--- src/logic/ieb_defines.svh ---
// Offsets, field masks and reset values of the interrupt enable bank
`ifndef IEB_DEFINES_SVH
`define IEB_DEFINES_SVH
`define IEB_OFF_GROUP1 12'h000
`define IEB_OFF_GROUP4 12'h004
`define IEB_OFF_STATUS 12'h008
`define IEB_OFF_CLEAR 12'h00c
`define IEB_OFF_EVTEN 12'h010
`define IEB_OFF_PENDING 12'h014
`define IEB_MASK_GROUP1 16'hfedf
`define IEB_MASK_GROUP4 16'h3ffe
`define IEB_RST_ENABLE 16'h0000
`define IEB_RST_EVT 2'h0
`define IEB_RESP_OKAY 2'h0
`define IEB_RESP_SLVERR 2'h2
`define IEB_WORD_LSB 2
`endif

--- src/logic/ieb_pkg.sv ---
// Types shared by the interrupt enable bank
package ieb_pkg;
    typedef struct packed {
        logic [15:0] group1;
        logic [15:0] group4;
    } ieb_enables_t;

    typedef struct packed {
        logic [11:0] addr;
        logic [31:0] data;
        logic [3:0] strb;
    } ieb_wreq_t;

    typedef enum logic [1:0] {
        IEB_W_IDLE,
        IEB_W_RESP
    } ieb_wstate_t;
endpackage : ieb_pkg

--- src/logic/ieb_gate.sv ---
// Pending and enable gating for one group of sources
module ieb_gate #(
    parameter int WIDTH = 16
) (
    // Inputs
    input wire logic [WIDTH-1:0] pending,
    input wire logic [WIDTH-1:0] enable,
    input wire logic [WIDTH-1:0] implMask,
    // Output
    output logic [WIDTH-1:0] request,
    output logic anyRequest
);
    always_comb begin
        request = pending & enable & implMask;
        anyRequest = |request;
    end
endmodule : ieb_gate

--- src/logic/ieb_bank.sv ---
// Interrupt enable bank with AXI4-Lite register access
// Summary of operation
// - Implemented bits read/write, clear at reset; unimplemented read zero.
// - Group1 bits 15..9: uart2 tx/rx, ext2, timer5, timer4, oc4, oc3; bit8 none.
// - Group1 bits 7..0: ic8, ic7, none, ext1, change, comparator, i2c1 master/slave.
// - Group4 bits 15..14 none; 13..8: ic9, oc9, spi3 event/fault, uart4 tx/rx.
// - Group4 bits 7..1: uart4 err, usb, i2c3 master/slave, uart3 tx/rx/err; bit0 none.
`include "ieb_defines.svh"
module ieb_bank (
    // Clock and reset
    input wire logic core_clk,
    input wire logic rst_n,
    // AXI4-Lite write
    input wire logic [11:0] s_axi_awaddr,
    input wire logic s_axi_awvalid,
    output logic s_axi_awready,
    input wire logic [31:0] s_axi_wdata,
    input wire logic [3:0] s_axi_wstrb,
    input wire logic s_axi_wvalid,
    output logic s_axi_wready,
    output logic [1:0] s_axi_bresp,
    output logic s_axi_bvalid,
    input wire logic s_axi_bready,
    // AXI4-Lite read
    input wire logic [11:0] s_axi_araddr,
    input wire logic s_axi_arvalid,
    output logic s_axi_arready,
    output logic [31:0] s_axi_rdata,
    output logic [1:0] s_axi_rresp,
    output logic s_axi_rvalid,
    input wire logic s_axi_rready,
    // Peripheral pending flags
    input wire logic [15:0] pendGroup1,
    input wire logic [15:0] pendGroup4,
    // Gated requests to priority logic, and the event interrupt level
    output logic [15:0] reqGroup1,
    output logic [15:0] reqGroup4,
    output logic irqOut
);
    typedef struct packed {
        ieb_pkg::ieb_enables_t en;
        logic [1:0] evtStatus;
        logic [1:0] evtEnable;
        logic [1:0] prevAny;
        logic awHeld;
        logic wHeld;
        logic [11:0] awAddr;
        logic [31:0] wData;
        logic [3:0] wStrb;
        ieb_pkg::ieb_wstate_t wState;
        logic [1:0] bresp;
        logic rvalid;
        logic [31:0] rdata;
        logic [1:0] rresp;
    } ieb_state_t;

    ieb_state_t st;
    ieb_state_t next_st;
    logic any1;
    logic any4;
    logic [1:0] rise;
    logic doWrite;
    logic [11:0] wAddr;

    ieb_gate #(.WIDTH(16)) gate1 (
        .pending(pendGroup1),
        .enable(st.en.group1),
        .implMask(`IEB_MASK_GROUP1),
        .request(reqGroup1),
        .anyRequest(any1)
    );
    ieb_gate #(.WIDTH(16)) gate4 (
        .pending(pendGroup4),
        .enable(st.en.group4),
        .implMask(`IEB_MASK_GROUP4),
        .request(reqGroup4),
        .anyRequest(any4)
    );

    // Merge byte lanes of a write into a 16-bit register under its mask
    function automatic logic [15:0] merge16(input logic [15:0] old, input logic [31:0] d,
                                            input logic [3:0] s, input logic [15:0] m);
        logic [15:0] v;
        v = old;
        if (s[0]) begin
            v[7:0] = d[7:0];
        end
        if (s[1]) begin
            v[15:8] = d[15:8];
        end
        merge16 = v & m;
    endfunction : merge16

    function automatic logic [11:0] wordOf(input logic [11:0] a);
        wordOf = {a[11:`IEB_WORD_LSB], 2'h0};
    endfunction : wordOf

    assign s_axi_awready = !st.awHeld && st.wState == ieb_pkg::IEB_W_IDLE;
    assign s_axi_wready = !st.wHeld && st.wState == ieb_pkg::IEB_W_IDLE;
    assign s_axi_bvalid = st.wState == ieb_pkg::IEB_W_RESP;
    assign s_axi_bresp = st.bresp;
    assign s_axi_arready = !st.rvalid;
    assign s_axi_rvalid = st.rvalid;
    assign s_axi_rdata = st.rdata;
    assign s_axi_rresp = st.rresp;
    // Level output: high while an enabled sticky event is set
    assign irqOut = |(st.evtStatus & st.evtEnable);

    always_comb begin
        next_st = st;
        rise = {any4, any1} & ~st.prevAny;
        next_st.prevAny = {any4, any1};
        if (s_axi_awvalid && s_axi_awready) begin
            next_st.awHeld = 1'b1;
            next_st.awAddr = s_axi_awaddr;
        end
        if (s_axi_wvalid && s_axi_wready) begin
            next_st.wHeld = 1'b1;
            next_st.wData = s_axi_wdata;
            next_st.wStrb = s_axi_wstrb;
        end
        doWrite = st.awHeld && st.wHeld && st.wState == ieb_pkg::IEB_W_IDLE;
        wAddr = wordOf(st.awAddr);
        if (doWrite) begin
            next_st.awHeld = 1'b0;
            next_st.wHeld = 1'b0;
            next_st.wState = ieb_pkg::IEB_W_RESP;
            next_st.bresp = `IEB_RESP_OKAY;
            case (wAddr)
                `IEB_OFF_GROUP1: begin
                    next_st.en.group1 = merge16(st.en.group1, st.wData, st.wStrb,
                                                `IEB_MASK_GROUP1);
                end
                `IEB_OFF_GROUP4: begin
                    next_st.en.group4 = merge16(st.en.group4, st.wData, st.wStrb,
                                                `IEB_MASK_GROUP4);
                end
                `IEB_OFF_CLEAR: begin
                    if (st.wStrb[0]) begin
                        next_st.evtStatus = st.evtStatus & ~st.wData[1:0];
                    end
                end
                `IEB_OFF_EVTEN: begin
                    if (st.wStrb[0]) begin
                        next_st.evtEnable = st.wData[1:0];
                    end
                end
                `IEB_OFF_STATUS, `IEB_OFF_PENDING: begin
                end
                default: begin
                    next_st.bresp = `IEB_RESP_SLVERR;
                end
            endcase
        end
        // Set wins over a clear in the same cycle
        next_st.evtStatus = next_st.evtStatus | rise;
        case (st.wState)
            ieb_pkg::IEB_W_RESP: begin
                if (s_axi_bready) begin
                    next_st.wState = ieb_pkg::IEB_W_IDLE;
                end
            end
            default: begin
            end
        endcase
        if (st.rvalid && s_axi_rready) begin
            next_st.rvalid = 1'b0;
        end
        if (s_axi_arvalid && !st.rvalid) begin
            next_st.rvalid = 1'b1;
            next_st.rresp = `IEB_RESP_OKAY;
            next_st.rdata = 32'h0;
            case (wordOf(s_axi_araddr))
                `IEB_OFF_GROUP1: next_st.rdata = {16'h0, st.en.group1};
                `IEB_OFF_GROUP4: next_st.rdata = {16'h0, st.en.group4};
                `IEB_OFF_STATUS: next_st.rdata = {30'h0, st.evtStatus};
                `IEB_OFF_EVTEN: next_st.rdata = {30'h0, st.evtEnable};
                `IEB_OFF_PENDING: next_st.rdata = {reqGroup4, reqGroup1};
                `IEB_OFF_CLEAR: next_st.rdata = 32'h0;
                default: next_st.rresp = `IEB_RESP_SLVERR;
            endcase
        end
    end

    always_ff @(posedge core_clk) begin
        if (!rst_n) begin
            st <= '0;
            st.en.group1 <= `IEB_RST_ENABLE;
            st.en.group4 <= `IEB_RST_ENABLE;
            st.evtStatus <= `IEB_RST_EVT;
            st.wState <= ieb_pkg::IEB_W_IDLE;
        end else begin
            st <= next_st;
        end
    end

    // External interrupt enables are plain bits; pin routing is software's job

    gate_blocks_a: assert property (@(posedge core_clk) disable iff (!rst_n)
        (reqGroup1 & ~st.en.group1) == 16'h0 && (reqGroup4 & ~st.en.group4) == 16'h0)
        else $error("request passed a cleared enable");
    gate_passes_a: assert property (@(posedge core_clk) disable iff (!rst_n)
        reqGroup1 == (pendGroup1 & st.en.group1) && reqGroup4 == (pendGroup4 & st.en.group4))
        else $error("request not pending and enable");
    unimpl_zero_a: assert property (@(posedge core_clk) disable iff (!rst_n)
        (st.en.group1 & ~`IEB_MASK_GROUP1) == 16'h0
        && (st.en.group4 & ~`IEB_MASK_GROUP4) == 16'h0)
        else $error("unimplemented enable bit set");
    reset_clear_a: assert property (@(posedge core_clk)
        !rst_n |=> st.en == '0 && !s_axi_bvalid && !s_axi_rvalid)
        else $error("enables not cleared by reset");
    group1_write_a: assert property (@(posedge core_clk) disable iff (!rst_n)
        doWrite && wAddr == `IEB_OFF_GROUP1 && st.wStrb == 4'hf
        |=> st.en.group1 == ($past(st.wData[15:0]) & `IEB_MASK_GROUP1))
        else $error("group1 write not stored");
    group4_write_a: assert property (@(posedge core_clk) disable iff (!rst_n)
        doWrite && wAddr == `IEB_OFF_GROUP4 && st.wStrb == 4'hf
        |=> st.en.group4 == ($past(st.wData[15:0]) & `IEB_MASK_GROUP4))
        else $error("group4 write not stored");
    read_back_a: assert property (@(posedge core_clk) disable iff (!rst_n)
        s_axi_arvalid && s_axi_arready && wordOf(s_axi_araddr) == `IEB_OFF_GROUP1
        |=> s_axi_rvalid && s_axi_rdata == {16'h0, $past(st.en.group1)})
        else $error("group1 read wrong");
    // Sticky bit falls only through a clear write or reset, never by disabling a source
    flag_kept_a: assert property (@(posedge core_clk) disable iff (!rst_n)
        st.evtStatus[0]
        && !(doWrite && wAddr == `IEB_OFF_CLEAR && st.wStrb[0] && st.wData[0])
        |=> st.evtStatus[0])
        else $error("event flag lost without a clear");
    write_cov: cover property (@(posedge core_clk) s_axi_bvalid && s_axi_bready);
    read_cov: cover property (@(posedge core_clk) s_axi_rvalid && s_axi_rready);
    irq_cov: cover property (@(posedge core_clk) irqOut);
endmodule : ieb_bank

--- config.mk ---
export PLATFORM = sky130hd
export DESIGN_NAME = ieb_bank
export DESIGN_NICKNAME = d
export VERILOG_FILES = /design/src/logic/ieb_pkg.sv /design/src/logic/ieb_gate.sv /design/src/logic/ieb_bank.sv
export VERILOG_INCLUDE_DIRS = /design/src /design/src/logic
export SDC_FILE = /design/constraint.sdc
export NUM_CORES = 1
export LEC_CHECK = 0
export BUFFER_PORTS_ARGS = -buffer_cell sky130_fd_sc_hd__buf_2
export CORE_UTILIZATION = 43
export DETAILED_ROUTE_END_ITERATION = 16
export PLACE_DENSITY_LB_ADDON = 0.12
export SETUP_SLACK_MARGIN = 0.1
export SLEW_MARGIN = 20
export SYNTH_ARGS = -nofsm -noshare
export SYNTH_HDL_FRONTEND = slang
export SYNTH_SLANG_ARGS = --single-unit
--- constraint.sdc ---
create_clock -name core_clk -period 2.25 [get_ports core_clk]
set_input_delay 0.3375 -clock core_clk [delete_from_list [all_inputs] [get_ports core_clk]]
set_output_delay 0.3375 -clock core_clk [all_outputs]
set_load 0.01 [all_outputs]
=== Word level (Yosys, flattened, before mapping) ===
Cells that the tools add are included.

* Logic and storage cells: 76
* RAM bits: 0
* Memories kept: 0
* Bits in read-only memories: 0
* Input bits: 99
* Flip-flop bits (word level): 104
* Bits in latches: 0

* Multipliers: 0
* Divide/modulo/power cells: 0
* Add/subtract/negate cells: 0
* Mux-type cells: 13
* Bitwise logic cells: 9
* Reduce and logical (&&, ||, !) cells: 26
* Magnitude comparators: 0
* Equal/unequal tests: 11
* Shifts and indexed selects: 0

{| class="wikitable"
|+ Operators by type and width
! kind !! number
|-
| one-hot mux 30 bit (5 select lines) || 1
|-
| equality test 10 x 2 -> 1 bit, second input constant || 4
|-
| equality test 10 x 3 -> 1 bit, second input constant || 4
|-
| two-way mux 35 bit || 1
|-
| equality test 10 x 1 -> 1 bit, second input constant || 2
|-
| zero test 10 bit || 2
|-
| bitwise AND 16 bit || 1
|-
| two-way mux 2 bit || 8
|-
| AND reduction 3 bit || 5
|-
| bitwise AND 14 bit || 1
|-
| OR reduction 14 bit || 1
|-
| OR reduction 13 bit || 1
|-
| OR reduction 6 bit || 2
|-
| logical AND 1 bit || 8
|-
| two-way mux 4 bit || 2
|-
| bitwise AND 2 bit || 3
|-
| inverter 2 bit || 2
|-
| OR reduction 2 bit || 2
|-
| zero test 1 bit || 3
|-
| equality test 2 x 1 -> 1 bit, second input constant || 1
|-
| zero test 2 bit || 1
|-
| bitwise OR 2 bit || 1
|-
| nonzero test 2 bit || 1
|-
| two-way mux 1 bit || 1
|-
| inverter 1 bit || 1
|}

=== Longest topological paths before layout ===
* Depth in word-level cells: 6
* Gate-level depth with buffers: 6
* Gate-level depth less buffers: 4

=== Cells and area by module ===
Synthesis repeated with hierarchy kept, for this count alone.

* Cell total of the unflattened synthesis: 533
* Area total of the unflattened synthesis: 4677.0 µm²

{| class="wikitable"
|+ By module, submodules not included
! module !! area each (µm²) !! instances !! cells each
|-
| ieb_bank || 4284.1 || 1 || 491
|-
| ieb_gate || 196.4 || 2 || 21
|}

=== Worst setup path before layout ===
No wires, ideal clock.

* Path kind: input to register
* Start: in s_axi_araddr[5]
* End: reg st (netlist bit s_axi_rdata[10])
* Data required time: 2.181 ns
* Path slack: 0.227 ns
* Setup time: 0.069 ns
* Arrival: 1.954 ns
* Buffers on the path: 1
* Cell stages on the path: 5
* Cell sequence: or4_4 > or4_1 > or4_4 > buf_6 > o21ai_1

* Word-level cells in the longest chain between the ends: 2
* Elaborated cells on any way between the ends: 6
* Classes of those cells: 4 x eq/ne; 1 x mux; 1 x reduce/logical

{| class="wikitable"
|+ Ends and longest elaborated chain
! element !! line !! source
|-
| start, declared || ieb_bank.sv:25 || <nowiki>input wire logic [11:0] s_axi_araddr,</nowiki>
|-
| equality test 10 x 3 -> 1 bit (tied with other cells) || ieb_bank.sv:173 || <nowiki>case (wordOf(s_axi_araddr))</nowiki>
|-
| one-hot mux 30 bit (5 select lines) (*) || ieb_bank.sv:173 ||
|-
| end signal, assigned || ieb_bank.sv:193 || <nowiki>st <= next_st;</nowiki>
|-
| end, declared || ieb_bank.sv:57 || <nowiki>ieb_state_t st;</nowiki>
|}

Mark *: on every way between the ends. The rest lies on a longest branch, timed or not.
A chain may end at the register's enable or synchronous reset.

=== Worst setup path in the final report ===
* Start: reg st[87] in the netlist's numbering
* End: reg st[118] in the netlist's numbering

* Word-level cells in the longest chain between the ends: 3

{| class="wikitable"
|+ Ends and longest elaborated chain
! element !! line !! source
|-
| logical AND 1 bit (2 in series) || ieb_bank.sv:122 || <nowiki>doWrite = st.awHeld && st.wHeld && st.wState == ieb_pkg::IEB_W_IDLE;</nowiki>
|-
| AND reduction 3 bit (no source line) || - ||
|}

No other way between the ends.

==> summary.txt <==
Status -> finished clean
Share of layout cells above drive strength 1 -> 25.4%
Internal power -> 2.61 mW
TritonCTS Sinks -> 97
Tcrit/Tclk final -> 84.0%
Final Skew -> 0.00949 ns
Hold violation count in the final report -> 0
R2r endpoint -> st[118]
CTS Root Cell -> clkbuf_8
Pwr Density -> 658 mW/mm2
Final slew viol count -> 0
Reg2reg path depth -> 5
Synth top area cells -> dfxtp_1 (44%), nand2_1 (11%), buf_4 (6.9%), mux2i_1 (5.2%), a21oi_1 (4.7%)
Tot Pwr -> 3.43 mW
Fill count -> 981
Net Sw Frac -> 23.8%
WP data arrival -> 2.11 ns
Maximum clock frequency -> 529 MHz
Post-DP Area -> 0.00497 mm2
Routed vias/inst -> 5.01
Cts bufs inserted -> 9
Worst hold slack -> 0.210 ns
Routed wire per std cell -> 14.5 um
Die area -> 0.0107 mm2
Post-route cell area -> 0.00521 mm2
Worst Setup SP -> st[87]
Worst Setup End Kind -> flip-flop
Core area -> 0.00986 mm2
Max-cap violation count -> 0
Cells after DPL -> 772
Initial Util -> 45.0%
Clk Latency, worst-skew pair -> 0.36 ns
Area Overhead vs Synth -> 17.4%
Crit path kind -> reg2reg
Total GRT Usage -> 21.1%
Flop2flop setup slack -> 0.36 ns
Pre-CTS setup slack -> 0.0172 ns
Max IR drop VDD -> 0.337 mV
Post-synth top area share -> 43.8%
End point of the critical path -> st[118]
CTS tree -> yes
Worst-path clk slew -> 0.09 ns
Drc violations -> 0
Synth async-reset ratio -> 0%
Drt pass-1 iters -> 5
Final WS setup -> 0.361 ns
Synth unique cells -> 41
Boundary Pins -> 173
Setup bufs post-CTS -> 0
Hold Buf Count CTS -> 0
WL final -> 11400 um
Minimum clock period -> 1.89 ns
Vias in the first global route -> 3545
Unrepaired setup endpoints after global routing -> no
Top_reg_cell synth -> dfxtp_1
Seq cells post-synth -> 97
Final Setup Violations -> 0
Total gr overflow -> 0
Fin cells -> 787
Rows -> 36
Worst-margin pin slew -> 0.952 ns
First-pass GRT wire length -> 18200 um
Fin nets -> 749
DR iter-0 viols -> 216
Initial antenna violation count -> 0
Seq/Total Area, Yosys -> 43.8%
Logic pwr share -> 8.9%
Cell Area, Synth -> 0.00444 mm2
Cells after Synth -> 552
Clock share of power -> 38.8%
ANT nets after route -> 0
Port buffer count -> 135
Rel. slew slack -> 36.3%
Maximum number of pins on one net before global-route repair -> 49
Cts repair resizes -> 0
Height of the die -> 104 um
Net Sw Power -> 0.815 mW
Worst R2R Start -> st[87]
Via count -> 3939
DIE WIDTH -> 104 um
Diode count -> 0
EDFF count, synth -> 0
Mean Syn Cell Area -> 8.04 um2
Synth warnings -> 0
Gp weighted congestion -> 0.865
H-tree depth -> 3
Sequential share of power -> 52.3%
Critical Path Start Type -> flip-flop
Crit path max fanout -> 8
Fin util -> 52.8%
Worst Hold Class -> in2reg
DP HPWL -> 8650 um
Clock Tree Buf Depth -> 2
Setup TNS -> 0 ns
Static Leak -> 2.48 nW
Synth area leader -> dfxtp_1
CP required -> 2.47 ns
## cells in the final DEF, fill, tap and decap left out, types with 4 or more instances in the layout
cell,count
buf_4,10
o21ai_0,30
o21ai_2,4
nand3_1,10
nand4_1,7
mux2i_1,23
or4_1,4
nor3_1,5
and2_1,32
nor2_1,16
a21oi_1,42
nand2_1,131
a22oi_1,12
clkbuf_8,9
and3_1,4
a21o_1,10
o21ai_1,6
inv_1,19
dfxtp_1,97
conb_1,10
buf_2,135
## Yosys cell counts (4+ instances only)
| library cell | count |
|---|---|
| nand2_1 | 131 |
| dfxtp_1 | 97 |
| a21oi_1 | 42 |
| buf_4 | 41 |
| and2_1 | 32 |
| o21ai_0 | 30 |
| clkbuf_1 | 23 |
| mux2i_1 | 23 |
| inv_1 | 19 |
| nor2_1 | 16 |
| a22oi_1 | 12 |
| a21o_1 | 10 |
| nand3_1 | 10 |
| nand4_1 | 7 |
| o21ai_1 | 6 |
| nor3_1 | 5 |
| and3_1 | 4 |
| o21ai_2 | 4 |
| or4_1 | 4 |
## final cells by class
| class | count | area [um2] | share of cell area, % |
|---|---|---|---|
| clock buffers | 10 | 128 | 2.45 |
| clock inverters | 5 | 105 | 2.02 |
| inverters | 19 | 71.3 | 1.37 |
| multi-input cells | 378 | 2040 | 39.2 |
| flip-flops and latches | 97 | 1940 | 37.3 |
| well taps | 133 | 166 | 3.20 |
| repair buffers | 145 | 751 | 14.4 |
## worst min-delay path by stage
stage	from	cells after the start	endpoint
3_5_place_dp	st[90]	1	st[94]
4_1_cts	s_axi_awaddr[10]	3	st[85]
5_1_grt	s_axi_wdata[3]	3	st[46]
6_report	s_axi_wdata[3]	3	st[46]
3_3_place_gp	st[89]	1	st[93]
2_1_floorplan	st[90]	1	st[94]
## per-layer routing
layer,track usage [%],share of wire (%)
met1,30.0,48
met2,32.5,45
met3,3.52,6.0
met4,6.83,1.4
met5,0,0
## power by group through the flow
stage | Combinational, mW | Sequential (mW) | Clock, mW
after floorplan | 0.192 | 1.82 | 0
after global placement | 0.297 | 1.83 | 0
after detailed placement | 0.303 | 1.83 | 0
after CTS | 0.304 | 1.79 | 1.34
after global routing | 0.340 | 1.80 | 1.42
final | 0.304 | 1.79 | 1.33
## state kept, by name, indices dropped and copies added (netlist names)
register,count
st,65
s_axi_rdata,29
s_axi_bresp,1
s_axi_rresp,1
s_axi_rvalid,1
## kinds of logic after synthesis
| logic type | Yosys count | synth area share, % |
|---|---|---|
| and+or+nand+nor | 229 | 24.4 |
| AOI/OAI and AO/OA | 115 | 15.3 |
| DFF | 97 | 43.8 |
| buffers and inverters | 86 | 10.9 |
| muxes | 24 | 5.44 |
| other | 1 | 0.0845 |
## worst max-delay path, stage by stage, from the launching register on
cell	delay, ns
dfxtp_1	0.39
nor4bb_1	0.36
buf_4	0.21
nand4_1	0.44
mux2i_1	0.30
nor2_1	0.06
Power figures use the tool's default switching activity.
